## src/pkg/cwr_pkg.sv

```systemverilog
// Purpose: Constants for the retrying configuration-word write interpreter
// Assumes: Avalon-MM byte addresses, 32-bit data
// Notes: Fixed-code command codes and error statuses are plain defaults
package cwr_pkg;
    // ****************************************
    // Register map
    // ****************************************
    localparam logic [5:0] OFS_CMD0 = 6'h00;
    localparam logic [5:0] OFS_CMD1 = 6'h04;
    localparam logic [5:0] OFS_CMD2 = 6'h08;
    localparam logic [5:0] OFS_RSP0 = 6'h10;
    localparam logic [5:0] OFS_RSP1 = 6'h14;
    localparam logic [5:0] OFS_CTRL = 6'h18;
    localparam logic [5:0] OFS_STATE = 6'h1C;
    localparam logic [5:0] OFS_IRQ_ST = 6'h20;
    localparam logic [5:0] OFS_IRQ_CLR = 6'h24;
    localparam logic [5:0] OFS_IRQ_EN = 6'h28;
    localparam logic [5:0] OFS_CODE = 6'h2C;
    // ****************************************
    // Command codes and statuses
    // ****************************************
    localparam logic [7:0] CMD_CFG_RETRY = 8'h66;
    // Arbitrary fixed-code command values
    localparam logic [7:0] CMD_FIX_WR_S = 8'h41;
    localparam logic [7:0] CMD_FIX_WR_E = 8'h42;
    localparam logic [7:0] CMD_FIX_RD_S = 8'h43;
    localparam logic [7:0] CMD_FIX_RD_E = 8'h44;
    localparam logic [7:0] STAT_OK = 8'h00;
    localparam logic [7:0] STAT_NO_TAG = 8'h05;
    localparam logic [7:0] STAT_NO_PW = 8'h0E;
    localparam logic [7:0] STAT_BAD_CMD = 8'h0F;
    // ****************************************
    // Fields, head operations, reset values
    // ****************************************
    localparam int CTRL_PW_BIT = 0;
    localparam int CTRL_VERIFY_BIT = 1;
    localparam int CTRL_TT_LSB = 8;
    localparam logic [1:0] TT_A = 2'h1;
    localparam logic [1:0] TT_B_PROG = 2'h2;
    localparam logic [1:0] TT_B_READ = 2'h3;
    localparam logic [1:0] OP_CFG_WR = 2'h0;
    localparam logic [1:0] OP_FIX_WR = 2'h1;
    localparam logic [1:0] OP_RD_EMUL = 2'h2;
    localparam logic [1:0] OP_RD_NATIVE = 2'h3;
    localparam logic [3:0] LEN_WORD = 4'h4;
    localparam logic [3:0] LEN_EMUL_AREA = 4'h8;
    localparam logic [2:0] CTRL_FLAG_MASK = 3'h7;
    localparam logic [31:0] CTRL_RESET = 32'h0000_0000;
    localparam int IRQ_RESP = 0;
    localparam int IRQ_WR_OK = 1;
    localparam int IRQ_NO_TAG = 2;
    typedef enum logic [2:0] {
        ST_IDLE = 3'b000,
        ST_START = 3'b001,
        ST_ISSUE = 3'b010,
        ST_WAIT_HEAD = 3'b011,
        ST_WAIT_LEAVE = 3'b100,
        ST_WAIT_TAG = 3'b101
    } cwr_state_t;
endpackage

```

## src/design/cwr_config_word_retry_write.sv

```systemverilog
// Purpose: Command interpreter driving the read/write head
// Assumes: Head and tag inputs synchronous to ref_clk
// Notes: Avalon-MM slave, one wait state per access
//
// Local design decisions: the address map and the Avalon-MM slave port.
`timescale 1ns/1ps
module cwr_config_word_retry_write (
    input wire logic ref_clk,
    input wire logic resetn,
    input wire logic [5:0] avs_address,
    input wire logic avs_read,
    input wire logic avs_write,
    input wire logic [31:0] avs_writedata,
    input wire logic [3:0] avs_byteenable,
    output logic [31:0] avs_readdata,
    output logic avs_waitrequest,
    output logic irq,
    output logic head_req,
    output logic [1:0] head_op,
    output logic [7:0] head_addr,
    output logic [31:0] head_data,
    output logic [3:0] head_len,
    output logic head_verify,
    input wire logic head_done,
    input wire logic head_ok,
    input wire logic [7:0] head_status,
    input wire logic [31:0] head_rdata,
    input wire logic tag_present,
    input wire logic tag_new
);
    // ****************************************
    // Reset release
    // ****************************************
    logic [1:0] rst_sync_reg;
    wire logic rst_n = rst_sync_reg[1];
    always_ff @(posedge ref_clk or negedge resetn)
    begin
        if (!resetn)
            rst_sync_reg <= 2'b00;
        else
            rst_sync_reg <= {rst_sync_reg[0], 1'b1};
    end

    // ****************************************
    // Bus slave
    // ****************************************
    logic served_reg;
    wire logic access = avs_read | avs_write;
    wire logic wr_acc = avs_write & served_reg;
    assign avs_waitrequest = access & ~served_reg;
    logic [31:0] cmd_reg [3];
    logic [31:0] ctrl_reg, irq_st_reg, irq_en_reg, code_reg, rd_next;
    logic [7:0] rsp_ctrl_reg, rsp_cmd_reg, rsp_status_reg, rsp_count_reg;
    cwr_pkg::cwr_state_t state_reg, state_next;
    wire logic cmd_start = wr_acc && avs_address == cwr_pkg::OFS_CMD0;
    wire logic clr_acc = wr_acc && avs_address == cwr_pkg::OFS_IRQ_CLR;
    wire logic [7:0] cmd_code = cmd_reg[0][23:16];
    wire logic [7:0] cfg_addr = cmd_reg[1][15:8];
    // Data byte 8 lands as most significant
    wire logic [31:0] cmd_data = {cmd_reg[2][7:0], cmd_reg[2][15:8],
        cmd_reg[2][23:16], cmd_reg[2][31:24]};
    wire logic pw_mode = ctrl_reg[cwr_pkg::CTRL_PW_BIT];
    wire logic [1:0] tag_type = ctrl_reg[cwr_pkg::CTRL_TT_LSB +: 2];
    wire logic is_cfg = cmd_code == cwr_pkg::CMD_CFG_RETRY;
    wire logic is_fwr = cmd_code == cwr_pkg::CMD_FIX_WR_S || cmd_code == cwr_pkg::CMD_FIX_WR_E;
    wire logic is_frd = cmd_code == cwr_pkg::CMD_FIX_RD_S || cmd_code == cwr_pkg::CMD_FIX_RD_E;

    always_comb
    begin
        rd_next = 32'h0000_0000;
        unique case (avs_address)
            cwr_pkg::OFS_CMD0: rd_next = cmd_reg[0];
            cwr_pkg::OFS_CMD1: rd_next = cmd_reg[1];
            cwr_pkg::OFS_CMD2: rd_next = cmd_reg[2];
            // status byte 4, counter byte 5, bytes 6-7 zero
            cwr_pkg::OFS_RSP0: rd_next = {8'h00, rsp_cmd_reg, 8'h00, rsp_ctrl_reg};
            cwr_pkg::OFS_RSP1: rd_next = {16'h0000, rsp_count_reg, rsp_status_reg};
            cwr_pkg::OFS_CTRL: rd_next = ctrl_reg;
            cwr_pkg::OFS_STATE: rd_next = {29'h0, state_reg};
            cwr_pkg::OFS_IRQ_ST: rd_next = irq_st_reg;
            cwr_pkg::OFS_IRQ_EN: rd_next = irq_en_reg;
            cwr_pkg::OFS_CODE: rd_next = code_reg;
            default: rd_next = 32'h0000_0000;
        endcase
    end

    always_ff @(posedge ref_clk or negedge rst_n)
    begin
        if (!rst_n)
        begin
            served_reg <= 1'b0;
            avs_readdata <= 32'h0000_0000;
        end
        else
        begin
            served_reg <= access & ~served_reg;
            if (avs_read && !served_reg)
                avs_readdata <= rd_next;
        end
    end

    // Byte-enabled writable registers
    function automatic logic [31:0] be_merge(input logic [31:0] old, input logic [31:0] wd,
        input logic [3:0] be);
        logic [31:0] r;
        r = old;
        for (int i = 0; i < 4; i++)
            if (be[i])
                r[8*i +: 8] = wd[8*i +: 8];
        return r;
    endfunction

    genvar gi;
    generate
        for (gi = 0; gi < 3; gi++)
        begin : g_cmd
            always_ff @(posedge ref_clk or negedge rst_n)
            begin
                if (!rst_n)
                    cmd_reg[gi] <= 32'h0000_0000;
                else if (wr_acc && avs_address == 6'(4 * gi))
                    cmd_reg[gi] <= be_merge(cmd_reg[gi], avs_writedata, avs_byteenable);
            end
        end
    endgenerate

    always_ff @(posedge ref_clk or negedge rst_n)
    begin
        if (!rst_n)
        begin
            ctrl_reg <= cwr_pkg::CTRL_RESET;
            irq_en_reg <= 32'h0000_0000;
        end
        else if (wr_acc && avs_address == cwr_pkg::OFS_CTRL)
            ctrl_reg <= be_merge(ctrl_reg, avs_writedata, avs_byteenable);
        else if (wr_acc && avs_address == cwr_pkg::OFS_IRQ_EN)
            irq_en_reg <= be_merge(irq_en_reg, avs_writedata, avs_byteenable);
    end

    // ****************************************
    // Command sequencer
    // ****************************************
    logic resp_evt;
    logic [7:0] resp_status_next;
    logic issue_go;
    always_comb
    begin
        state_next = state_reg;
        resp_evt = 1'b0;
        resp_status_next = cwr_pkg::STAT_OK;
        issue_go = 1'b0;
        unique case (state_reg)
            cwr_pkg::ST_IDLE: state_next = cwr_pkg::ST_IDLE;
            cwr_pkg::ST_START:
            begin
                resp_evt = 1'b1;
                state_next = cwr_pkg::ST_IDLE;
                // no configuration write without password mode
                if (is_cfg && !pw_mode)
                    resp_status_next = cwr_pkg::STAT_NO_PW;
                else if (!is_cfg && !is_fwr && !is_frd)
                    resp_status_next = cwr_pkg::STAT_BAD_CMD;
                // nothing present at execution gives 05h
                else if (!tag_present)
                begin
                    resp_status_next = cwr_pkg::STAT_NO_TAG;
                    if (is_cfg)
                        state_next = cwr_pkg::ST_WAIT_TAG;
                end
                else
                begin
                    resp_evt = 1'b0;
                    state_next = cwr_pkg::ST_ISSUE;
                end
            end
            cwr_pkg::ST_ISSUE:
            begin
                issue_go = 1'b1;
                state_next = cwr_pkg::ST_WAIT_HEAD;
            end
            cwr_pkg::ST_WAIT_HEAD:
                if (head_done)
                begin
                    resp_evt = 1'b1;
                    resp_status_next = head_ok ? cwr_pkg::STAT_OK : head_status;
                    // failed configuration write keeps the command alive
                    state_next = (is_cfg && !head_ok) ? cwr_pkg::ST_WAIT_LEAVE : cwr_pkg::ST_IDLE;
                end
            cwr_pkg::ST_WAIT_LEAVE:
                if (tag_new)
                    state_next = cwr_pkg::ST_START;
                else if (!tag_present)
                begin
                    resp_evt = 1'b1;
                    resp_status_next = cwr_pkg::STAT_NO_TAG;
                    state_next = cwr_pkg::ST_WAIT_TAG;
                end
            cwr_pkg::ST_WAIT_TAG:
                // new tag restarts from the first step
                if (tag_new || tag_present)
                    state_next = cwr_pkg::ST_START;
            default: state_next = cwr_pkg::ST_IDLE;
        endcase
        if (cmd_start)
        begin
            state_next = cwr_pkg::ST_START;
            resp_evt = 1'b0;
            issue_go = 1'b0;
        end
    end

    // Head operation select
    wire logic [1:0] op_next = is_cfg ? cwr_pkg::OP_CFG_WR : is_fwr ? cwr_pkg::OP_FIX_WR :
        (tag_type == cwr_pkg::TT_B_PROG) ? cwr_pkg::OP_RD_NATIVE : cwr_pkg::OP_RD_EMUL;
    wire logic [3:0] len_next = (is_fwr && tag_type == cwr_pkg::TT_B_PROG) ?
        cwr_pkg::LEN_EMUL_AREA : cwr_pkg::LEN_WORD;

    always_ff @(posedge ref_clk or negedge rst_n)
    begin
        if (!rst_n)
        begin
            state_reg <= cwr_pkg::ST_IDLE;
            head_req <= 1'b0;
            head_op <= cwr_pkg::OP_CFG_WR;
            head_addr <= 8'h00;
            head_data <= 32'h0000_0000;
            head_len <= cwr_pkg::LEN_WORD;
            head_verify <= 1'b0;
        end
        else
        begin
            state_reg <= state_next;
            head_req <= issue_go;
            if (issue_go)
            begin
                // programming type reads native code; else emulated
                head_op <= op_next;
                head_addr <= cfg_addr;
                head_data <= cmd_data;
                head_len <= len_next;
                head_verify <= is_cfg & ctrl_reg[cwr_pkg::CTRL_VERIFY_BIT];
            end
        end
    end

    // ****************************************
    // Response frame and interrupts
    // ****************************************
    logic [2:0] evt;
    assign evt = {resp_evt && resp_status_next == cwr_pkg::STAT_NO_TAG,
        resp_evt && resp_status_next == cwr_pkg::STAT_OK && is_cfg, resp_evt};
    assign irq = |(irq_st_reg & irq_en_reg);
    always_ff @(posedge ref_clk or negedge rst_n)
    begin
        if (!rst_n)
        begin
            rsp_ctrl_reg <= 8'h00;
            rsp_cmd_reg <= 8'h00;
            rsp_status_reg <= 8'h00;
            rsp_count_reg <= 8'h00;
            code_reg <= 32'h0000_0000;
            irq_st_reg <= 32'h0000_0000;
        end
        else
        begin
            if (resp_evt)
            begin
                // only handshake flags, upper bits zero
                rsp_ctrl_reg <= {5'h00, cmd_reg[0][2:0] & cwr_pkg::CTRL_FLAG_MASK};
                rsp_cmd_reg <= cmd_code;
                rsp_status_reg <= resp_status_next;
                rsp_count_reg <= rsp_count_reg + 8'h01;
            end
            if (state_reg == cwr_pkg::ST_WAIT_HEAD && head_done && is_frd)
                code_reg <= head_rdata;
            // Set wins over clear
            irq_st_reg <= (irq_st_reg & ~(clr_acc ? avs_writedata : 32'h0000_0000))
                | {29'h0, evt};
        end
    end
endmodule // cwr_config_word_retry_write

```

## config.mk

```make
export PLATFORM = sky130hd
export DESIGN_NAME = cwr_config_word_retry_write
export DESIGN_NICKNAME = d
export VERILOG_FILES = /design/src/pkg/cwr_pkg.sv /design/src/design/cwr_config_word_retry_write.sv
export SDC_FILE = /design/constraint.sdc
export NUM_CORES = 1
export LEC_CHECK = 0
export BUFFER_PORTS_ARGS = -buffer_cell sky130_fd_sc_hd__clkbuf_2
export CORE_MARGIN = 3
export CORE_UTILIZATION = 46
export CTS_CLUSTER_DIAMETER = 40
export CTS_CLUSTER_SIZE = 30
export DETAILED_ROUTE_END_ITERATION = 10
export GPL_TIMING_DRIVEN = 0
export PLACE_DENSITY = 0.65
export SLEW_MARGIN = 25
export SYNTH_ARGS = -nofsm -noshare
export SYNTH_HDL_FRONTEND = slang
export SYNTH_SLANG_ARGS = --single-unit
```

## constraint.sdc

```tcl
create_clock -name ref_clk -period 17.15 [get_ports ref_clk]
set_clock_uncertainty 0.15 [all_clocks]
set_input_delay 5.145 -clock ref_clk [delete_from_list [all_inputs] [get_ports ref_clk]]
set_output_delay 5.145 -clock ref_clk [all_outputs]
set_load 0.05 [all_outputs]
```

==> results.sh <==
export IMPL_outcome="finished clean"
export IMPL_grt_pass1_vias=11009
export IMPL_main_synth_ff_type="dfrtp_1"
export IMPL_power_leakage_uw=0.009177
export IMPL_initial_antenna_violation_count=4
export IMPL_synth_edf_count=0
export IMPL_worst_pin_slew_ns=1.072
export IMPL_grt_max_degree=52
export IMPL_worst_path_max_fanout=5
export IMPL_cts_made_buffers=48
export IMPL_synth_compound_area_share_pct=12.17
export IMPL_post_cts_setup_buffer_count=0
export IMPL_drive_above_1_share_pct=40.94
export IMPL_synth_seq_cells=335
export IMPL_total_gr_overflow=0
export IMPL_number_of_maximum_capacitance_violations=0
export IMPL_total_power_density_per_cell_area_mw_per_mm2=110.3
export IMPL_synthMuxAreaShare_pct=20.50
export IMPL_slowest_delay_ns=0.33
export IMPL_synth_top_family_by_area="multiplexers"
export IMPL_avgViaCountPerCell=6.139
export IMPL_clkSinkCount=335
export IMPL_die_wd_um=185.4
export IMPL_first_iter_violations=1003
export IMPL_clk_transition_reported_paths_ns=0.06
export IMPL_vdd_drop_max_mv=0.08418
export IMPL_mappedNetlistArea_mm2=0.01480
export IMPL_worstSetupPathType="primary input to output port"
export IMPL_cts_hold_buffers_added=0
export IMPL_required_time_at_the_endpoint_of_the_critical_path_ns=11.85
export IMPL_synth_async_reset_ratio_pct=100.0
export IMPL_layout_area_seq_mm2=0.008388
export IMPL_combinational_group_share_of_total_power_pct=4.5
export IMPL_setup_worst_path_start_class="primary input"
export IMPL_io_buffers=165
export IMPL_drt_wl_total_mm=46.32
export IMPL_detail_route_first_pass_iterations=7
export IMPL_final_critical_path_share_of_the_clock_period_pct=65.45
export IMPL_grt_use_total_pct=27.06
export IMPL_grt_first_pass_wirelength_mm=69.14
export IMPL_setup_tns_after_final_layout_ns=0
export IMPL_wl_per_cell_um=25.83
export IMPL_combined_area_of_the_multi_input_logic_cells_mm2=0.006041
export IMPL_gp_weighted_congestion=0.9807
export IMPL_antenna_left=0
export IMPL_p_total_uw=1995
export IMPL_setup_viol=0
export IMPL_p_int_uw=1525
export IMPL_dp_slack_ns=5.928
export IMPL_crit_slowest_cell="clkbuf_2"
export IMPL_layout_commonest_cell="dfrtp_1"
export IMPL_max_slew_margin_rel_pct=27.91
export IMPL_rsz0062_at_grt="false"
export IMPL_synth_warnings=0
export IMPL_fin_crit_ns=11.22
export IMPL_setup_worst_path_end_class="output port"
export IMPL_largest_register_ffs=48
export IMPL_final_cell_mix="dfrtp_1 (333), mux2_2 (252), clkbuf_2 (165)"
export IMPL_yosys_cell_types_count=68
export IMPL_nets=1441
export IMPL_ios=172
export IMPL_clk_root_buffer_cell="clkbuf_16"
export IMPL_initial_core_util_pct=46.78
export IMPL_fin_cells=1793
export IMPL_path_cells="clkbuf_2 -> nor2_1 -> nor2_1 -> clkbuf_2"
export IMPL_wp_data_arrival_ns=5.93
export IMPL_dieArea_mm2=0.03436
export IMPL_final_max_slew_viol_count=0
export IMPL_synth_adder_area_share_pct=0.08454
export IMPL_synthToLayoutAreaGrowth_pct=22.24
export IMPL_power_switching_uw=470.0
export IMPL_final_number_of_hold_violating_endpoints=0
export IMPL_tritoncts="built"
export IMPL_share_seq_of_total_power_pct=41.4
export IMPL_synth_xor_xnor_area_share_pct=0.5918
export IMPL_clockPowerShare_pct=54.1
export IMPL_route_detailed_drc=0
export IMPL_die_height_um=185.4
export IMPL_numPlacedInstances=1702
export IMPL_num_vias=11007
export IMPL_htreeDepth=2
export IMPL_core_mm2=0.03164
export IMPL_hold_crit_class="flop to async pin"
export IMPL_post_dp_hpwl_mm=32.35
export IMPL_cts_repair_resized=0
export IMPL_worst_slack_ns=5.926
export IMPL_synth_simple_gate_area_share_pct=7.389
export IMPL_clkLatencyLatePin_ns=0.56
export IMPL_fillers=2711
export IMPL_syn_instance_count=1127
export IMPL_swShare_pct=23.56
export IMPL_max_freq_mhz=89.09
export IMPL_clock_tree_buffer_depth=3
export IMPL_synthesis_area_per_instance_um2=13.13
export IMPL_fp_row_count=65
export IMPL_synth_sequential_area_ratio_pct=56.65
export IMPL_worst_hold_slack_ns=0.02809
metal layers:
layer / vias to the layer above / share of wire, % / global-route usage [%]
met2: 486 / 45 / 41.71
met3: 110 / 7.9 / 5.715
met5: - / 0.056 / 0
li1: 4689 / - / -
met1: 5718 / 43 / 37.50
met4: 4 / 3.8 / 11.13
critical path, delay by kind of cell:
family | cells | cell delay, ns
buffers and inverters | 2 | 0.48
and+or+nand+nor | 2 | 0.29
power by group through the flow:
stage / combinational [uW] / sequential [uW] / clock (uW)
after floorplan: 36.8 / 845 / 0
after global placement: 67.0 / 854 / 0
after global routing: 97.8 / 828 / 1130
final: 89.8 / 827 / 1080
after detailed placement: 89.3 / 840 / 0
after CTS: 89.8 / 826 / 1090
final cells by class:
cell class / count / share of cell area, %
timing repair buffer: 172 / 5.588
multi-input combinational: 712 / 33.39
buffer: 72 / 1.909
clock buffer: 58 / 7.296
inverter: 9 / 0.1867
tap: 402 / 2.780
antenna: 1 / 0.01383
clock inverter: 32 / 2.476
sequential: 335 / 46.36
final timing paths:
check                                     startpoint                            to  slack, ns  cells after the start
min                        rst_sync_reg[1]$_DFF_PN0_     head_data[11]$_DFFE_PN0P_       0.03                      0
max reg2reg                     served_reg$_DFF_PN0_  avs_readdata[15]$_DFFE_PN0P_      14.23                      7
min reg2reg                rst_sync_reg[1]$_DFF_PN0_     head_data[11]$_DFFE_PN0P_       0.03                      0
max                                        avs_write               avs_waitrequest       5.93                      4
min in group ref_clk       rst_sync_reg[0]$_DFF_PN0_     rst_sync_reg[1]$_DFF_PN0_       0.20                      0
max in group asynchronous                     resetn     rst_sync_reg[1]$_DFF_PN0_      12.53                      1
synthesized netlist by cell type, types with 7 or more instances:
cell type	instances	share of area (%)
a2111oi_0	14	0.83
a21boi_0	30	1.5
a21o_1	27	1.4
a21oi_1	11	0.37
a222oi_1	15	1.0
a22o_1	25	1.5
a22oi_1	54	2.7
a31oi_1	25	1.1
and2_1	7	0.30
and3_1	31	1.3
buf_2	21	0.71
clkbuf_1	41	1.0
dfrtp_1	334	56
inv_1	9	0.23
mux2_1	7	0.53
mux2_2	252	19
nand2_1	51	1.3
nand2_2	8	0.34
nand3_1	34	1.1
nand4_1	8	0.34
nor2_1	16	0.41
nor2b_1	7	0.30
nor3_1	7	0.24
o21ai_0	13	0.44
xor2_1	8	0.47
stage by stage:
step	area, um2	util, %
after floorplan	14800	-
after CTS	18090	57.18
after detailed placement	16320	51.59
final	18090	57.19
after global routing	18090	57.19
after global placement	16130	50.99
logic make-up (layout without fill, tap and decap cells):
family,after synthesis,after routing
buf+inv,81,343
fa+ha+maj,1,1
flops,335,335
mux,267,267
other cells,2,4
compound gates,234,234
xor+xnor,10,10
simple gates,197,197
(Power assumes the default switching activity.)
